`config.mk`:
```
export PLATFORM = sky130hd
export DESIGN_NAME = sfs_frame_sequencer
export DESIGN_NICKNAME = d
export VERILOG_FILES = /design/src/pkg/sfs_pkg.sv /design/src/pkg/sfs_pin_if.sv /design/src/hw/sfs_frame_sequencer.sv /design/src/hw/sfs_pin_sync.sv
export SDC_FILE = /design/constraint.sdc
export NUM_CORES = 1
export LEC_CHECK = 0
export CAP_MARGIN = 30
export CORE_MARGIN = 3
export CORE_UTILIZATION = 46
export CTS_CLUSTER_DIAMETER = 200
export CTS_CLUSTER_SIZE = 20
export DETAILED_ROUTE_END_ITERATION = 10
export DONT_BUFFER_PORTS = 1
export PLACE_DENSITY_LB_ADDON = 0.1
export SLEW_MARGIN = 30
export SYNTH_ARGS = -nofsm -noshare
export SYNTH_HDL_FRONTEND = slang
export SYNTH_SLANG_ARGS = --single-unit
```
`constraint.sdc`:
```
create_clock -name sys_clk -period 4 [get_ports sys_clk]
set_clock_uncertainty 0.1 [all_clocks]
set_input_delay 0.4 -clock sys_clk [delete_from_list [all_inputs] [get_ports sys_clk]]
set_output_delay 0.4 -clock sys_clk [all_outputs]
set_load 0.05 [all_outputs]
```
`src/pkg/sfs_pkg.sv`:
```
package sfs_pkg;
  localparam int ADDR_W = 8;
  localparam int WORD_MAX = 16;
  localparam int LEN_W = 4;
  localparam logic [7:0] OFF_CTRL = 8'h00;
  localparam logic [7:0] OFF_HALF = 8'h04;
  localparam logic [7:0] OFF_TXDATA = 8'h08;
  localparam logic [7:0] OFF_RXDATA = 8'h0C;
  localparam logic [7:0] OFF_STATUS = 8'h10;
  localparam int CTRL_EN = 0;
  localparam int CTRL_MASTER = 1;
  localparam int CTRL_POL = 2;
  localparam int CTRL_PHASE = 3;
  localparam int CTRL_LEN = 4;
  localparam logic [31:0] CTRL_RESET = 32'h0000_0070;
  localparam logic [7:0] HALF_RESET = 8'h03;
  localparam logic [LEN_W-1:0] LEN_MIN_M1 = 4'h3;
  localparam int STAT_TXFULL = 0;
  localparam int STAT_RXVALID = 1;
  localparam int STAT_BUSY = 2;
  localparam logic [1:0] RESP_OKAY = 2'h0;
  localparam logic [1:0] RESP_SLVERR = 2'h2;
  typedef enum logic [2:0]
  {
    S_IDLE = 3'b000,
    S_LEAD = 3'b001,
    S_RUN = 3'b010,
    S_TAIL = 3'b011,
    S_GAP = 3'b100,
    S_SLAVE = 3'b101
  } sfs_state_t;
endpackage

```
`src/pkg/sfs_pin_if.sv`:
```
`timescale 1ns/100ps
interface sfs_pin_if;
  logic rawClk;
  logic rawSel;
  logic rawIn;
  logic clkLvl;
  logic selLvl;
  logic inLvl;
  logic clkRise;
  logic clkFall;
  logic selFall;
  modport sync
  (
    input rawClk, rawSel, rawIn,
    output clkLvl, selLvl, inLvl, clkRise, clkFall, selFall
  );
  modport core
  (
    output rawClk, rawSel, rawIn,
    input clkLvl, selLvl, inLvl, clkRise, clkFall, selFall
  );
endinterface

```
`src/hw/sfs_frame_sequencer.sv`:
```
`timescale 1ns/100ps
// How it works
// - Idle with polarity zero: clock low, select high, data out low.
// - Master drives the clock pad; slave leaves it undriven.
// - Enabled master with pending word pulls select low, drives data out.
// - Phase zero: first bit half period after select falls, first edge after another half.
// - Polarity zero phase zero: sample on rising, change on falling.
// - Single word: select rises one clock period after the last capture.
// - Phase zero back to back: select pulses high between words.
// - Continuous end: select idles one period after the final capture.
// - Polarity zero phase one: half period after select, first bit and rising edge.
// - Polarity zero phase one: sample on falling, change on rising.
// - Phase one back to back: select stays low, ends as single word.
// - Idle with polarity one: clock high, select high, data out low.
// - Polarity one phase zero: first edge falls; sample falling, change rising.
// - Polarity one phase one: first edge falls; sample rising, change falling.
// - Words of four to sixteen bits, most significant bit first.
// - Polarity and phase come from two software control bits.
module sfs_frame_sequencer
#(
  parameter int WORD_W = sfs_pkg::WORD_MAX
)
(
  input wire logic sys_clk,
  input wire logic rst_n,
  input wire logic [sfs_pkg::ADDR_W-1:0] awaddr,
  input wire logic awvalid,
  output logic awready,
  input wire logic [31:0] wdata,
  input wire logic [3:0] wstrb,
  input wire logic wvalid,
  output logic wready,
  output logic [1:0] bresp,
  output logic bvalid,
  input wire logic bready,
  input wire logic [sfs_pkg::ADDR_W-1:0] araddr,
  input wire logic arvalid,
  output logic arready,
  output logic [31:0] rdata,
  output logic [1:0] rresp,
  output logic rvalid,
  input wire logic rready,
  input wire logic serialClockPinIn,
  output logic serialClockPinOut,
  output logic serialClockPinOe,
  input wire logic frameSelectPinInN,
  output logic frameSelectPinOutN,
  output logic frameSelectPinOe,
  output logic serialOutPin,
  output logic serialOutPinOe,
  input wire logic serialInPin
);
  localparam int LW = sfs_pkg::LEN_W;

  sfs_pin_if pins();

  logic [31:0] ctrl_r;
  logic [7:0] half_r;
  logic [WORD_W-1:0] txWord_r;
  logic [WORD_W-1:0] shWord_r;
  logic [WORD_W-1:0] rxShift_r;
  logic [WORD_W-1:0] rxData_r;
  logic txValid_r;
  logic rxValid_r;
  sfs_pkg::sfs_state_t state_r;
  logic [7:0] halfCnt_r;
  logic [LW+1:0] edgeCnt_r;
  logic tailCnt_r;
  logic sclk_r;
  logic fssN_r;
  logic serialOut_r;
  logic [LW-1:0] sOutIdx_r;
  logic [LW-1:0] capCnt_r;
  logic awHeld_r;
  logic wHeld_r;
  logic [7:0] awAddr_r;
  logic [31:0] wData_r;
  logic [3:0] wStrb_r;
  logic bvalid_r;
  logic [1:0] bresp_r;
  logic rvalid_r;
  logic [31:0] rdata_r;
  logic [1:0] rresp_r;

  logic en;
  logic master;
  logic pol;
  logic phase;
  logic [LW-1:0] lenField;
  logic [LW-1:0] lenM1;
  logic [LW+1:0] lastEdge;
  logic [WORD_W-1:0] lenMask;
  logic [WORD_W-1:0] nextWord;
  logic mActive;
  logic tick;
  logic [LW+1:0] edgeNum;
  logic mEdge;
  logic mCap;
  logic mLnch;
  logic mDone;
  logic mChain;
  logic mStart;
  logic mLoad;
  logic [LW-1:0] mIdx;
  logic sel;
  logic sCap;
  logic sLnch;
  logic sLoad;
  logic capEv;
  logic wordEnd;
  logic doWrite;
  logic [7:0] wOff;
  logic [7:0] rOff;
  logic wrTx;
  logic rdTake;
  logic rdRx;
  logic [31:0] rdNxt;
  logic [1:0] rrespNxt;

  assign pins.rawClk = serialClockPinIn;
  assign pins.rawSel = frameSelectPinInN;
  assign pins.rawIn = serialInPin;

  sfs_pin_sync uSync
  (
    .sys_clk(sys_clk),
    .rst_n(rst_n),
    .pins(pins.sync)
  );

  function automatic logic [31:0] merge(logic [31:0] old, logic [31:0] val, logic [3:0] strb);
    logic [31:0] res;
    res = old;
    for (int b = 0; b < 4; b++)
    begin
      if (strb[b])
        res[8*b +: 8] = val[8*b +: 8];
    end
    return res;
  endfunction

  // Control decode
  assign en = ctrl_r[sfs_pkg::CTRL_EN];
  assign master = ctrl_r[sfs_pkg::CTRL_MASTER];
  assign pol = ctrl_r[sfs_pkg::CTRL_POL];
  assign phase = ctrl_r[sfs_pkg::CTRL_PHASE];
  assign lenField = ctrl_r[sfs_pkg::CTRL_LEN +: LW];
  assign lenM1 = (lenField < sfs_pkg::LEN_MIN_M1) ? sfs_pkg::LEN_MIN_M1 : lenField;
  assign lastEdge = (LW+2)'({lenM1, 1'b0}) + (LW+2)'(2);
  assign lenMask = WORD_W'((33'h1 << (6'(lenM1) + 6'h01)) - 33'h1);
  assign nextWord = txValid_r ? txWord_r : shWord_r;
  assign mActive = (state_r == sfs_pkg::S_LEAD) || (state_r == sfs_pkg::S_RUN)
                   || (state_r == sfs_pkg::S_TAIL);
  assign sel = !pins.selLvl;

  // Master and slave edge events
  always_comb
  begin
    tick = (halfCnt_r == half_r);
    edgeNum = (state_r == sfs_pkg::S_LEAD) ? (LW+2)'(1) : edgeCnt_r + (LW+2)'(1);
    mEdge = tick && ((state_r == sfs_pkg::S_RUN) || (state_r == sfs_pkg::S_LEAD && phase));
    mCap = mEdge && (edgeNum[0] ^ phase);
    mLnch = mEdge && !mCap && (edgeNum != lastEdge);
    mDone = mEdge && (edgeNum == lastEdge);
    mChain = mDone && phase && txValid_r;
    mStart = (state_r == sfs_pkg::S_IDLE) && en && master && txValid_r;
    mLoad = mStart || mChain;
    mIdx = lenM1 - edgeNum[LW:1];
    sCap = (state_r == sfs_pkg::S_SLAVE) && sel
           && ((pol == phase) ? pins.clkRise : pins.clkFall);
    sLnch = (state_r == sfs_pkg::S_SLAVE) && sel
            && ((pol == phase) ? pins.clkFall : pins.clkRise);
    wordEnd = (capCnt_r == lenM1);
    capEv = mCap || sCap;
    sLoad = (state_r == sfs_pkg::S_SLAVE)
            && (pins.selFall || (sCap && wordEnd && phase));
  end

  // Frame sequencer
  always_ff @(posedge sys_clk or negedge rst_n)
  begin
    if (!rst_n)
    begin
      state_r <= sfs_pkg::S_IDLE;
      halfCnt_r <= 8'h00;
      edgeCnt_r <= '0;
      tailCnt_r <= 1'b0;
      fssN_r <= 1'b1;
    end
    else
    begin
      halfCnt_r <= (tick || !mActive && state_r != sfs_pkg::S_GAP) ? 8'h00 : halfCnt_r + 8'h01;
      if (!en)
      begin
        state_r <= sfs_pkg::S_IDLE;
        fssN_r <= 1'b1;
      end
      else
      begin
        case (state_r)
          sfs_pkg::S_IDLE:
          begin
            if (!master)
              state_r <= sfs_pkg::S_SLAVE;
            else if (mStart)
            begin
              state_r <= sfs_pkg::S_LEAD;
              fssN_r <= 1'b0;
            end
          end
          sfs_pkg::S_LEAD:
          begin
            if (tick)
            begin
              state_r <= sfs_pkg::S_RUN;
              edgeCnt_r <= phase ? (LW+2)'(1) : (LW+2)'(0);
            end
          end
          sfs_pkg::S_RUN:
          begin
            if (mChain)
              edgeCnt_r <= '0;
            else if (mDone)
            begin
              state_r <= sfs_pkg::S_TAIL;
              tailCnt_r <= phase;
            end
            else if (mEdge)
              edgeCnt_r <= edgeNum;
          end
          sfs_pkg::S_TAIL:
          begin
            if (tick && !tailCnt_r)
            begin
              state_r <= sfs_pkg::S_GAP;
              fssN_r <= 1'b1;
            end
            else if (tick)
              tailCnt_r <= 1'b0;
          end
          sfs_pkg::S_GAP:
          begin
            if (tick)
              state_r <= sfs_pkg::S_IDLE;
          end
          sfs_pkg::S_SLAVE:
          begin
            if (master)
              state_r <= sfs_pkg::S_IDLE;
          end
          default:
            state_r <= sfs_pkg::S_IDLE;
        endcase
      end
    end
  end

  // Serial clock
  always_ff @(posedge sys_clk or negedge rst_n)
  begin
    if (!rst_n)
      sclk_r <= 1'b0;
    else if (mActive && mEdge && en)
      sclk_r <= ~sclk_r;
    else if (!mActive || !en)
      sclk_r <= pol;
  end

  // Serial data out, master and slave
  always_ff @(posedge sys_clk or negedge rst_n)
  begin
    if (!rst_n)
    begin
      serialOut_r <= 1'b0;
      sOutIdx_r <= '0;
    end
    else if (mActive && en)
    begin
      if ((state_r == sfs_pkg::S_LEAD && tick) || mLnch)
        serialOut_r <= shWord_r[mIdx];
    end
    else if (state_r == sfs_pkg::S_SLAVE && sel)
    begin
      if (pins.selFall)
      begin
        serialOut_r <= nextWord[lenM1];
        sOutIdx_r <= lenM1;
      end
      else if (sLoad)
        sOutIdx_r <= lenM1;
      else if (sLnch && !phase && sOutIdx_r != '0)
      begin
        serialOut_r <= shWord_r[sOutIdx_r - LW'(1)];
        sOutIdx_r <= sOutIdx_r - LW'(1);
      end
      else if (sLnch && phase)
      begin
        serialOut_r <= shWord_r[sOutIdx_r];
        if (sOutIdx_r != '0)
          sOutIdx_r <= sOutIdx_r - LW'(1);
      end
    end
    else
      serialOut_r <= 1'b0;
  end

  // Receive shifter
  always_ff @(posedge sys_clk or negedge rst_n)
  begin
    if (!rst_n)
    begin
      rxShift_r <= '0;
      capCnt_r <= '0;
      rxData_r <= '0;
    end
    else if (state_r == sfs_pkg::S_IDLE || (state_r == sfs_pkg::S_SLAVE && !sel))
      capCnt_r <= '0;
    else if (capEv)
    begin
      rxShift_r <= {rxShift_r[WORD_W-2:0], pins.inLvl};
      capCnt_r <= wordEnd ? '0 : capCnt_r + LW'(1);
      if (wordEnd)
        rxData_r <= {rxShift_r[WORD_W-2:0], pins.inLvl} & lenMask;
    end
  end

  // Receive flag: new word wins over a read
  always_ff @(posedge sys_clk or negedge rst_n)
  begin
    if (!rst_n)
      rxValid_r <= 1'b0;
    else if (capEv && wordEnd)
      rxValid_r <= 1'b1;
    else if (rdRx)
      rxValid_r <= 1'b0;
  end

  // Pending transmit word: write wins over a take
  always_ff @(posedge sys_clk or negedge rst_n)
  begin
    if (!rst_n)
    begin
      txWord_r <= '0;
      txValid_r <= 1'b0;
    end
    else if (wrTx)
    begin
      txWord_r <= WORD_W'(merge(32'(txWord_r), wData_r, wStrb_r));
      txValid_r <= 1'b1;
    end
    else if (mLoad || sLoad)
      txValid_r <= 1'b0;
  end

  always_ff @(posedge sys_clk or negedge rst_n)
  begin
    if (!rst_n)
      shWord_r <= '0;
    else if (mLoad || sLoad)
      shWord_r <= nextWord;
  end

  // Register write path
  assign awready = !awHeld_r && !bvalid_r;
  assign wready = !wHeld_r && !bvalid_r;
  assign doWrite = awHeld_r && wHeld_r && !bvalid_r;
  assign wOff = {awAddr_r[7:2], 2'h0};
  assign wrTx = doWrite && (wOff == sfs_pkg::OFF_TXDATA) && (wStrb_r != 4'h0);

  always_ff @(posedge sys_clk or negedge rst_n)
  begin
    if (!rst_n)
    begin
      awHeld_r <= 1'b0;
      wHeld_r <= 1'b0;
      awAddr_r <= 8'h00;
      wData_r <= 32'h0000_0000;
      wStrb_r <= 4'h0;
    end
    else
    begin
      if (awvalid && awready)
      begin
        awHeld_r <= 1'b1;
        awAddr_r <= awaddr;
      end
      else if (doWrite)
        awHeld_r <= 1'b0;
      if (wvalid && wready)
      begin
        wHeld_r <= 1'b1;
        wData_r <= wdata;
        wStrb_r <= wstrb;
      end
      else if (doWrite)
        wHeld_r <= 1'b0;
    end
  end

  always_ff @(posedge sys_clk or negedge rst_n)
  begin
    if (!rst_n)
    begin
      bvalid_r <= 1'b0;
      bresp_r <= sfs_pkg::RESP_OKAY;
    end
    else if (doWrite)
    begin
      bvalid_r <= 1'b1;
      bresp_r <= (wOff <= sfs_pkg::OFF_STATUS) ? sfs_pkg::RESP_OKAY : sfs_pkg::RESP_SLVERR;
    end
    else if (bready)
      bvalid_r <= 1'b0;
  end

  always_ff @(posedge sys_clk or negedge rst_n)
  begin
    if (!rst_n)
    begin
      ctrl_r <= sfs_pkg::CTRL_RESET;
      half_r <= sfs_pkg::HALF_RESET;
    end
    else if (doWrite && wOff == sfs_pkg::OFF_CTRL)
      ctrl_r <= merge(ctrl_r, wData_r, wStrb_r) & 32'h0000_00FF;
    else if (doWrite && wOff == sfs_pkg::OFF_HALF && wStrb_r[0])
      half_r <= wData_r[7:0];
  end

  // Register read path
  assign arready = !rvalid_r;
  assign rdTake = arvalid && arready;
  assign rOff = {araddr[7:2], 2'h0};
  assign rdRx = rdTake && (rOff == sfs_pkg::OFF_RXDATA);

  always_comb
  begin
    rdNxt = 32'h0000_0000;
    rrespNxt = sfs_pkg::RESP_OKAY;
    case (rOff)
      sfs_pkg::OFF_CTRL: rdNxt = ctrl_r;
      sfs_pkg::OFF_HALF: rdNxt = 32'(half_r);
      sfs_pkg::OFF_TXDATA: rdNxt = 32'(txWord_r);
      sfs_pkg::OFF_RXDATA: rdNxt = 32'(rxData_r);
      sfs_pkg::OFF_STATUS:
      begin
        rdNxt[sfs_pkg::STAT_TXFULL] = txValid_r;
        rdNxt[sfs_pkg::STAT_RXVALID] = rxValid_r;
        rdNxt[sfs_pkg::STAT_BUSY] = mActive || (state_r == sfs_pkg::S_SLAVE && sel);
      end
      default: rrespNxt = sfs_pkg::RESP_SLVERR;
    endcase
  end

  always_ff @(posedge sys_clk or negedge rst_n)
  begin
    if (!rst_n)
    begin
      rvalid_r <= 1'b0;
      rdata_r <= 32'h0000_0000;
      rresp_r <= sfs_pkg::RESP_OKAY;
    end
    else if (rdTake)
    begin
      rvalid_r <= 1'b1;
      rdata_r <= rdNxt;
      rresp_r <= rrespNxt;
    end
    else if (rready)
      rvalid_r <= 1'b0;
  end

  assign bvalid = bvalid_r;
  assign bresp = bresp_r;
  assign rvalid = rvalid_r;
  assign rdata = rdata_r;
  assign rresp = rresp_r;

  // Pads
  assign serialClockPinOut = sclk_r;
  assign serialClockPinOe = master;
  assign frameSelectPinOutN = fssN_r;
  assign frameSelectPinOe = master;
  assign serialOutPin = serialOut_r;
  assign serialOutPinOe = master || (en && state_r == sfs_pkg::S_SLAVE && sel);
endmodule

```
`src/hw/sfs_pin_sync.sv`:
```
`timescale 1ns/100ps
module sfs_pin_sync
(
  input wire logic sys_clk,
  input wire logic rst_n,
  sfs_pin_if.sync pins
);
  logic [2:0] raw;
  logic [2:0] meta_r;
  logic [2:0] sync_r;
  logic [1:0] prev_r;

  assign raw = {pins.rawIn, pins.rawSel, pins.rawClk};

  // Two flops per pin, first stage read only by the second
  genvar i;
  generate
    for (i = 0; i < 3; i++)
    begin : g_sync
      always_ff @(posedge sys_clk or negedge rst_n)
      begin
        if (!rst_n)
        begin
          // Select idles high, so no false select edge after reset
          meta_r[i] <= (i == 1);
          sync_r[i] <= (i == 1);
        end
        else
        begin
          meta_r[i] <= raw[i];
          sync_r[i] <= meta_r[i];
        end
      end
    end
  endgenerate

  always_ff @(posedge sys_clk or negedge rst_n)
  begin
    if (!rst_n)
      prev_r <= 2'h2;
    else
      prev_r <= sync_r[1:0];
  end

  assign pins.clkLvl = sync_r[0];
  assign pins.selLvl = sync_r[1];
  assign pins.inLvl = sync_r[2];
  assign pins.clkRise = sync_r[0] && !prev_r[0];
  assign pins.clkFall = !sync_r[0] && prev_r[0];
  assign pins.selFall = !sync_r[1] && prev_r[1];
endmodule

```
==> summary.md, run 1 <==
| Metric | Value |
|---|---|
| Yosys cell types | `65` |
| Reg2reg end | `rxData_r[14]` |
| Failing checks | `negative hold slack` |
| Total gr overflow | `0` |
| Synth top cells by count | `157 x dfrtp_1, 96 x nand2_1, 82 x mux2_2` |
| Reg area | `4170 um^2` |
| TritonCTS clock tree | `done` |
| Worst Setup End Kind | `register` |
| All-Layer GR Usage | `21.3%` |
| Total clock buffers created by CTS | `17` |
| Clk_lat worst skew | `~0.44 ns` |
| Post-DP HPWL | `roughly 16 mm` |
| PD cells | `635 nW/um^2` |
| Dominant cells by area after synthesis | `dfrtp_1 44%, mux2_2 10%, mux4_2 6.2%` |
| Final nets | `919` |
| Leak | `0.00443 uW` |
| Post-route ant nets | `0` |
| Area leader, netlist | `dfrtp_1` |
| Clock-pin slew on the worst setup and hold paths | `0.07 ns` |
| Post-Layout Cell Count | `~1100` |
| Switching share of power | `roughly two fifths` |
| Initial Util | `47.5%` |
| Final Hold Viols | `about 170` |
| Reg power frac | `37.1%` |
| Antenna diode count | `0` |
| Post-synth EDFFs | `0` |
| Vias per cell | `approximately 5.8` |
| DRC viols | `0` |
| Dpl cells | `1059` |
| Routed WL per cell | `~20 um` |
| Cells on worst reg2reg path | `12` |
| Netlist Area Pre-Place | `9030 um^2` |
| Worst path cell trace | `o21bai_1 > ha_1 > nor2_1 > a21oi_1 > nor2_1 > nand2_1 > ha_1 > a21boi_0 > mux2_2 > o22ai_1 > nand2_1 > o21ai_0` |
| Critical path peak fanout | `10` |
| Final setup viols | `0` |
| Share of layout cells above drive strength 1 | `about 23%` |
| Worst r2r src | `ctrl_r[5]` |
| Max-slew headroom | `40.2%` |
| Die Wd | `146 um` |
| Vias in the first global route | `approximately 6500` |
| Post-Route WL | `~22 mm` |
| Type of origin of the critical path | `register` |
| WP data arrival | `3.67 ns` |
| Most common cell in the netlist | `dfrtp_1` |
| Post-layout min period | `3.42 ns` |
| Post-Syn Area per Cell | `11.0 um^2` |
| Die area | `21300 um^2` |
| Seq/Total Area, Yosys | `46.1%` |
| Status | `finished, violations left` |
| Worst Hold Slack | `-0.449 ns` |
| Core Footprint | `19000 um^2` |
| Port Buffers | `0` |
| Worst VDD drop | `0.328 mV` |
| Yosys reg bits | `~170` |
| Top-area cell type share of the netlist area | `43.5%` |
| Die Height | `146 um` |
| CTS HTree Levels | `4` |
| Cell internal pwr | `3910 uW` |
| # Max-Cap Violations | `0` |
| Highest-delay cell along the critical path | `dfstp_2` |
| Syn. warnings | `0` |
| Clock share of power | `26.9%` |
| Tcrit/Tclk final | `85.4%` |
| Setup TNS | `0 ns` |
| Reg2reg setup slack | `slightly below 0.6 ns` |
| Final Max Tran Viols | `0` |
| Initial antenna violation count | `0` |
| Fillers | `1700` |
| Critical Path Max Stage Delay | `0.68 ns` |
| Global-route wire length before repair | `36.0 mm` |
| Gpl congestion | `0.906` |
| Vias | `6470` |
| Async SR Flop Fraction | `100%` |
| Num ports | `~110` |
| Cells after Synth | `823` |
| Required @ worst endpoint | `4.25 ns` |
| Root buf cell | `clkbuf_16` |
| Fmax achieved | `0.293 GHz` |
| Initial DRT Pass Iterations | `5` |
| NetSw | `between 2000 and 3000 uW` |
| Multi-input gate area | `4530 um^2` |
| Max Root-Sink Buffers | `2` |
| Logic pwr share | `35.9%` |
| Crit Path Category | `register to register` |
| Primary FF master, synth | `dfrtp_1` |
| Clock sinks | `between 150 and 200` |
| Layout area overhead | `12.1%` |
| Largest net degree at the start of global routing | `167` |
| RSZ-0062 raised after global routing | `no` |
| Tightest Pin Transition | `0.895 ns` |
| Class of the worst hold path | `input port to asynchronous set/reset pin` |
| First-iteration detailed-routing DRC count | `419` |
| Row cnt | `50` |
power by group through the flow:
stage                     sequential [uW]  combinational, uW  clock, uW
final                                2390               2310       1730
after floorplan                      2230               1820          0
after global routing                 2430               2540       1830
after global placement               2400               2220          0
after detailed placement             2420               2270          0
after CTS                            2390               2300       1760
layer usage:
metal / GRT usage [%] / up-vias / share of wire, % / wire length, um
met4: 5.27 / 0 / 1.2 / 265
met5: 0 / - / 0 / 0
met1: 29.3 / 3292 / 45 / 9900
li1: - / 2961 / - / -
met3: 4.97 / 21 / 5.1 / 1130
met2: 34.4 / 196 / 49 / 10800
critical path: cells and delay by family (launching register included):
family / cells / cell delay (ns)
AND/OR/NAND/NOR: 4 / 0.43
multiplexers: 1 / 0.37
AO/OA/AOI/OAI: 5 / 1.15
adder cells (fa/ha/maj): 2 / 0.60
flip-flops: 1 / 0.68
area by class of cell:
| type | count | share of cell area (%) |
|---|---|---|
| clock buffer | 17 | 4.20 |
| clock inverter | 15 | 1.87 |
| tap | 260 | 3.22 |
| multi-input combinational | 592 | 44.8 |
| timing repair buffer | 46 | 4.03 |
| sequential | 166 | 41.2 |
| inverter | 20 | 0.742 |
repair_timing:
item / 4_1_cts / 5_1_grt
endpoints found under the hold margin: 186 / 171
hold buffers: 20 / 5
resized for setup: 0 / 0
setup buffers: 0 / 0
kinds of logic (layout without fill, tap and decap cells):
group,count (synthesis),after routing,synth area share [%]
AO/OA/AOI/OAI,149,149,10.5
XOR/XNOR,36,36,3.49
adder cells (fa/ha/maj),14,14,2.02
buffers and inverters,82,98,4.46
flip-flops,166,166,46.1
multiplexers,139,139,20.6
other,1,18,0.0415
AND/OR/NAND/NOR,236,236,12.8
through the flow:
stage / setup slack, ns / utilization, % / power, uW / cell area (um^2)
after detailed placement: 0.586 / 48.6 / 4690 / 9250
after CTS: 0.573 / 52.9 / 6440 / 10100
final: 0.583 / 53.2 / 6430 / 10100
after global routing: 0.317 / 53.2 / 6800 / 10100
after floorplan: 0.426 / - / 4050 / 9090
after global placement: 0.647 / 48.6 / 4620 / 9250
worst max path at each step:
| stage | startpoint | to | slack [ns] | depth (start not counted) |
|---|---|---|---|---|
| 3_3_place_gp | ctrl_r[7] | serialOutPin | 0.65 | 8 |
| 3_5_place_dp | ctrl_r[7] | serialOutPin | 0.59 | 8 |
| 5_1_grt | ctrl_r[5] | rxData_r[14] | 0.32 | 12 |
| 2_1_floorplan | ctrl_r[7] | serialOutPin | 0.43 | 11 |
| 6_report | ctrl_r[5] | rxData_r[14] | 0.58 | 12 |
| 4_1_cts | ctrl_r[7] | serialOutPin | 0.57 | 8 |
flip-flops by register name, indices dropped and copies added (netlist names), 4 cells and up:
signal,cells
edgeCnt_r,6
rxData_r,16
rxShift_r,15
capCnt_r,4
awAddr_r,6
halfCnt_r,8
ctrl_r,8
shWord_r,16
txWord_r,16
sOutIdx_r,4
rdata,16
wStrb_r,4
half_r,8
wData_r,16
placed cells by master, fill, tap and decap left out, types with 4 or more instances in the layout:
cell / instances
a21o_1: 8
nor2_1: 38
mux2_2: 82
or2_2: 4
xor2_1: 15
nor2b_1: 6
a21oi_1: 21
dfstp_2: 9
o22ai_1: 5
a32oi_1: 4
mux4_2: 25
nor3_1: 8
dlygate4sd3_1: 25
dfrtp_1: 157
nand4_1: 5
mux2_4: 10
mux2i_1: 22
buf_4: 21
xnor2_1: 21
o21ai_0: 67
nand3_1: 26
and3_1: 9
a31oi_1: 5
ha_1: 13
inv_1: 20
nor3b_1: 4
nand2_1: 96
inv_8: 6
nand2b_1: 16
clkbuf_16: 17
conb_1: 18
No activity file was read; power rests on OpenSTA's default activity.
==> run 2: changes to the inputs <==
--- a/config.mk
+++ b/config.mk
@@ -6,6 +6,7 @@
 export NUM_CORES = 1
 export LEC_CHECK = 0
 export CAP_MARGIN = 30
+export CORE_ASPECT_RATIO = 1.2
 export CORE_MARGIN = 3
 export CORE_UTILIZATION = 46
 export CTS_CLUSTER_DIAMETER = 200
==> run 2 against run 1 <==
Compared with the run above: the run still ends with negative hold slack left; clock power fell by 2%; routed wire length fell by 2.9%; sequential power barely moved; sequential share of layout area grew 0.23 points; total power decreased by 1.2%; worst hold slack improved by 0.0038 ns; first-iteration DRC count is 6.2% higher; cell area decreased by 0.56%; clock-buffer cell count did not move; sequential cell count did not move; critical path type unchanged; critical endpoint unchanged; largest cell class unchanged.
==> summary.md, run 2 (synthesized netlist as in run 1, its figures left out) <==
| Metric | Value |
|---|---|
| Routed WL per cell | `slightly below 20 um` |
| Gpl congestion | `between 0.8 and 0.9` |
| Reg area | `4170 um^2` |
| Antenna diode count | `0` |
| Initial antenna violation count | `0` |
| Die Height | `159 um` |
| Core Footprint | `19100 um^2` |
| WP data arrival | `3.66 ns` |
| Final Max Tran Viols | `0` |
| Required @ worst endpoint | `4.25 ns` |
| Post-layout min period | `3.41 ns` |
| Critical path peak fanout | `10` |
| Die area | `21300 um^2` |
| Final setup viols | `0` |
| Fillers | `roughly 1700` |
| Failing checks | `negative hold slack` |
| Vias per cell | `5.71` |
| Multi-input gate area | `approximately 4500 um^2` |
| First-iteration detailed-routing DRC count | `~450` |
| Clk_lat worst skew | `0.44 ns` |
| Post-DP HPWL | `15.6 mm` |
| All-Layer GR Usage | `between 20% and 30%` |
| Fmax achieved | `0.293 GHz` |
| Layout area overhead | `11.5%` |
| Die Wd | `about 130 um` |
| Post-route ant nets | `0` |
| Leak | `0.00441 uW` |
| Row cnt | `55` |
| Largest net degree at the start of global routing | `~170` |
| Crit Path Category | `register to register` |
| Status | `finished, violations left` |
| CTS HTree Levels | `4` |
| Dpl ws | `0.626 ns` |
| Postcts setup bufs | `0` |
| Worst Slack Setup Final | `slightly below 0.6 ns` |
| Final nets | `914` |
| Class of the worst hold path | `input port to asynchronous set/reset pin` |
| Tightest Pin Transition | `between 0.9 and 1 ns` |
| Worst VDD drop | `~0.44 mV` |
| Clock-pin slew on the worst setup and hold paths | `0.07 ns` |
| Initial Util | `around 47%` |
| DRC viols | `0` |
| Most common cell after layout, fill and taps aside | `dfrtp_1` |
| Port Buffers | `0` |
| Worst Setup End Kind | `register` |
| Post-CTS sizing | `0` |
| Num ports | `around 110` |
| Vias | `6316` |
| Clock sinks | `166` |
| Final core occ | `between 50% and 60%` |
| Setup TNS | `0 ns` |
| Worst Hold Slack | `-0.445 ns` |
| Total clock buffers created by CTS | `17` |
| Root buf cell | `clkbuf_16` |
| Max-slew headroom | `between 30 and 40%` |
| TritonCTS clock tree | `done` |
| Initial DRT Pass Iterations | `5` |
| PD cells | `631 nW/um^2` |
| Worst r2r src | `ctrl_r[5]` |
| Post-Route WL | `21.5 mm` |
| Tcrit/Tclk final | `a little under nine tenths` |
| Total gr overflow | `0` |
| Final Hold Viols | `between 150 and 200` |
| Max Root-Sink Buffers | `2` |
| Type of origin of the critical path | `register` |
| Most frequent cells in the layout | `157 x dfrtp_1, 96 x nand2_1, 82 x mux2_2` |
| RSZ-0062 raised after global routing | `no` |
| # Max-Cap Violations | `0` |
| Reg2reg setup slack | `0.59 ns` |
| Global-route wire length before repair | `~35 mm` |
| Share of layout cells above drive strength 1 | `a little under a quarter` |
| Cts hold-fix bufs | `17` |
| Vias in the first global route | `6405` |
| Worst Setup SP | `ctrl_r[5]` |
==> run 2: critical path, cell delays in order (launching register included) <==
cell	delay, ns
dfstp_2	0.66
o21bai_1	0.22
ha_1	0.42
nor2_1	0.10
a21oi_1	0.26
nor2_1	0.14
nand2_1	0.14
ha_1	0.29
a21boi_0	0.23
mux2_2	0.35
o22ai_1	0.18
nand2_1	0.07
o21ai_0	0.16
==> run 2: cell type report <==
cell class	count	area share (%)
Multi-Input combinational cell	592	45.0
Sequential cell	166	41.4
Clock buffer	17	4.23
Timing Repair Buffer	41	3.61
Tap cell	256	3.18
Clock inverter	15	1.88
Inverter	20	0.746
==> run 2: power by group <==
group | internal, uW | switching (uW)
Sequential | 1980 | 400
Combinational | 975 | 1300
Clock | 949 | 743
==> run 2: path summary, 6_finish.rpt <==
| kind | end | cells past startpoint |
|---|---|---|
| worst min register to register | uSync.pins.clkLvl | 0 |
| worst max-delay path | rxData_r[14] | 12 |
| worst min-delay path | halfCnt_r[4] | 0 |
| max in group asynchronous | uSync.prev_r[1] | 0 |
| min in group sys_clk | wData_r[0] | 1 |
| worst max register to register | rxData_r[14] | 12 |
==> run 2: layer usage <==
layer	vias up	GRT usage [%]	wire, um
li1	2949	-	-
met3	29	3.82	806
met1	3198	27.3	9380
met2	140	34.3	10800
met4	0	7.44	536
met5	-	0	0
==> run 2: metrics by stage <==
stage / instance area (um^2) / std cells / hold slack, ns / power (uW)
6_report: 10100 / 1107 / -0.445 / 6350
5_1_grt: 10100 / 1107 / -0.466 / 6730
4_1_cts: 10000 / 1104 / -0.458 / 6380
3_5_place_dp: 9240 / 1055 / 0.00981 / 4650
3_3_place_gp: 9240 / 1055 / 0.00937 / 4600
2_1_floorplan: 9090 / 840 / 0.00441 / 4050
==> run 3: changes to the inputs <==
--- a/config.mk
+++ b/config.mk
@@ -7,7 +7,6 @@
 export LEC_CHECK = 0
 export CAP_MARGIN = 30
 export CORE_ASPECT_RATIO = 1.2
-export CORE_MARGIN = 3
 export CORE_UTILIZATION = 46
 export CTS_CLUSTER_DIAMETER = 200
 export CTS_CLUSTER_SIZE = 20
@@ -17,4 +16,5 @@
 export SLEW_MARGIN = 30
 export SYNTH_ARGS = -nofsm -noshare
 export SYNTH_HDL_FRONTEND = slang
+export SYNTH_HIERARCHICAL = 1
 export SYNTH_SLANG_ARGS = --single-unit
==> run 3 against run 2 <==
Compared with the run above: the run still ends with negative hold slack left; combinational power hardly changed; core utilization shrank 1.2 points; worst hold slack got worse by 0.0036 ns; cell area up 0.62%; clock power about the same; global-route usage up 2.7 points; sequential cell count did not move; first-iteration DRC count down 19%; critical path depth shrank 1; non-clock buffer count down 10; synthesized cell count fell by 0.49%; die area is 3.3% lower; critical path type unchanged; critical endpoint is now shWord_r[0]; largest cell class unchanged; largest power group unchanged.
==> summary.md, run 3 <==
| Metric | Value |
|---|---|
| Total clock buffers created by CTS | `17` |
| Syn. warnings | `6` |
| Worst Setup End Kind | `register` |
| Class of the worst hold path | `input port to asynchronous set/reset pin` |
| NetSw | `2530 uW` |
| Post-Syn Area per Cell | `about 11 um^2` |
| Critical path peak fanout | `16` |
| Type of origin of the critical path | `register` |
| First-iteration detailed-routing DRC count | `360` |
| PD cells | `625 nW/um^2` |
| Clock-pin slew on the worst setup and hold paths | `0.07 ns` |
| Tightest Pin Transition | `0.766 ns` |
| Antenna diode count | `0` |
| # Max-Cap Violations | `0` |
| Global-route wire length before repair | `37.1 mm` |
| Gpl congestion | `0.880` |
| All-Layer GR Usage | `23.4%` |
| Vias in the first global route | `about 6700` |
| Routed length on met1 | `9.67 mm` |
| Failing checks | `negative hold slack` |
| Post-Route WL | `22.7 mm` |
| Max Root-Sink Buffers | `2` |
| Complex-gate fraction of the synthesized area | `a little over an eighth` |
| Clk_lat worst skew | `about 0.44 ns` |
| TritonCTS clock tree | `done` |
| Largest net degree at the start of global routing | `167` |
| Most frequent cells in the layout | `157 x dfrtp_1, 84 x mux2_2, 73 x nand2_1` |
| Status | `finished, violations left` |
| Reg2reg setup slack | `0.45 ns` |
| Required @ worst endpoint | `4.22 ns` |
| Post-synth EDFFs | `0` |
| Largest family of logic cells by synthesized area | `multiplexers` |
| Adder-cell share of the synthesized area | `1.98%` |
| Top-area cell type share of the netlist area | `42.6%` |
| Multiplexer share of the synthesized area | `19.3%` |
| Netlist Area Pre-Place | `9230 um^2` |
| Vias | `about 6500` |
| WP data arrival | `around 3.8 ns` |
| Dominant cells by area after synthesis | `dfrtp_1 43%, mux2_2 10%, mux4_2 6.1%` |
| Leak | `0.00437 uW` |
| Area leader, netlist | `dfrtp_1` |
| Max Used Layer | `met4` |
| Core Footprint | `19600 um^2` |
| Met2 Routed Length | `11.4 mm` |
| Most common cell after layout, fill and taps aside | `dfrtp_1` |
| Met3 wire len | `about 980 um` |
| Die area | `around 21000 um^2` |
| Initial antenna violation count | `0` |
| Logic pwr share | `36.4%` |
| Final Hold Viols | `166` |
| Post-DP HPWL | `approximately 17 mm` |
| Max-slew headroom | `48.7%` |
| Worst Hold Slack | `-0.449 ns` |
| Final setup viols | `0` |
| Initial DRT Pass Iterations | `5` |
| Reg power frac | `37.1%` |
| Post-layout min period | `roughly 3.6 ns` |
| Yosys reg bits | `166` |
| Primary FF master, synth | `dfrtp_1` |
| Synth top cells by count | `157 x dfrtp_1, 84 x mux2_2, 73 x nand2_1` |
| Synth Area in Simple Gates | `12.0%` |
| Fmax achieved | `0.282 GHz` |
| Clock sinks | `166` |
| Post-route ant nets | `0` |
| Async SR Flop Fraction | `100%` |
| Num ports | `109` |
| DRC viols | `0` |
| Clock share of power | `26.4%` |
| Switching share of power | `40.0%` |
| Port Buffers | `0` |
| Root buf cell | `clkbuf_16` |
| Cell internal pwr | `3800 uW` |
| CTS HTree Levels | `4` |
| Final nets | `about 900` |
| Worst VDD drop | `0.339 mV` |
| Post-synthesis xor/xnor area fraction | `3.66%` |
| Crit Path Category | `register to register` |
| Vias per cell | `5.89` |
| Cells after Synth | `819` |
| Routed WL per cell | `20.7 um` |
| Layout area overhead | `9.71%` |
| Row cnt | `between 50 and 60` |
| Initial Util | `47.0%` |
| Seq/Total Area, Yosys | `45.1%` |
| Total gr overflow | `0` |
| Total power | `6330 uW` |
| Yosys cell types | `slightly below 90` |
| Die Wd | `~130 um` |
| Die Height | `approximately 160 um` |
| Tcrit/Tclk final | `between 80% and 90%` |
| Final Max Tran Viols | `0` |
| RSZ-0062 raised after global routing | `no` |
| Most common cell in the netlist | `dfrtp_1` |
| Setup TNS | `0 ns` |
| Share of layout cells above drive strength 1 | `~24%` |
-- run 3: metrics by stage --
| step | area [um^2] | cells | worst slack, ns | utilization [%] |
|---|---|---|---|---|
| 6_report | 10100 | 1097 | 0.449 | 51.6 |
| 5_1_grt | 10100 | 1097 | 0.269 | 51.6 |
| 3_5_place_dp | 9400 | 1053 | 0.474 | 47.9 |
| 4_1_cts | 10100 | 1094 | 0.437 | 51.4 |
| 2_1_floorplan | 9290 | 836 | 0.432 | - |
| 3_3_place_gp | 9400 | 1053 | 0.515 | 47.9 |
-- run 3: logic make-up after synthesis --
group | count (synthesis)
adders and majority gates | 14
and+or+nand+nor | 214
other | 1
muxes | 131
buffers and inverters | 87
AOI/OAI and AO/OA | 172
DFF | 166
xor gates and xnor gates | 34
-- run 3: worst paths after layout --
path | from | end | depth (start not counted)
max in group asynchronous | rst_n | ctrl_r[4] | 0
worst min register to register | uSync/meta_r[1] | uSync/pins.selLvl | 0
worst min-delay path | rst_n | halfCnt_r[5] | 0
worst max-delay path | ctrl_r[5] | shWord_r[0] | 11
min in group sys_clk | wdata[5] | wData_r[5] | 1
worst max register to register | ctrl_r[5] | shWord_r[0] | 11
-- run 3: what timing repair did --
item / 4_1_cts / 5_1_grt
hold buffers: 9 / 3
resized for setup: 0 / 0
hold endpoints to repair: 175 / 169
buffers inserted: 0 / 0
-- run 3: power by group through the flow --
stage | Combinational [uW] | Sequential, uW | Clock (uW)
6_report | 2300 | 2350 | 1670
5_1_grt | 2520 | 2400 | 1790
4_1_cts | 2300 | 2350 | 1710
3_5_place_dp | 2280 | 2390 | 0
3_3_place_gp | 2220 | 2370 | 0
2_1_floorplan | 1850 | 2220 | 0
-- run 3: layout make-up --
cell class	count	area (um^2)
Fill cell	1820	9500
Multi-Input combinational cell	583	4680
Sequential cell	166	4170
Clock buffer	18	439
Tap cell	261	327
Timing Repair Buffer	31	263
Clock inverter	14	159
Inverter	24	90.1
-- run 3: metal layers --
metal | track usage [%] | vias up
li1 | - | 2978
met1 | 29.2 | 3270
met2 | 39.9 | 170
met3 | 4.61 | 38
met4 | 9.63 | 0
met5 | 0 | -
-- run 3: critical path: stages (launching register included) --
cell and delay, ns:
dfstp_2 0.65, inv_1 0.15, o21ai_0 0.14, ha_1 0.30
buf_4 0.19, and2_1 0.17, nand2_1 0.14, nor4_4 0.57
o211ai_4 0.18, o21ai_4 0.15, buf_4 0.30, mux2_2 0.37
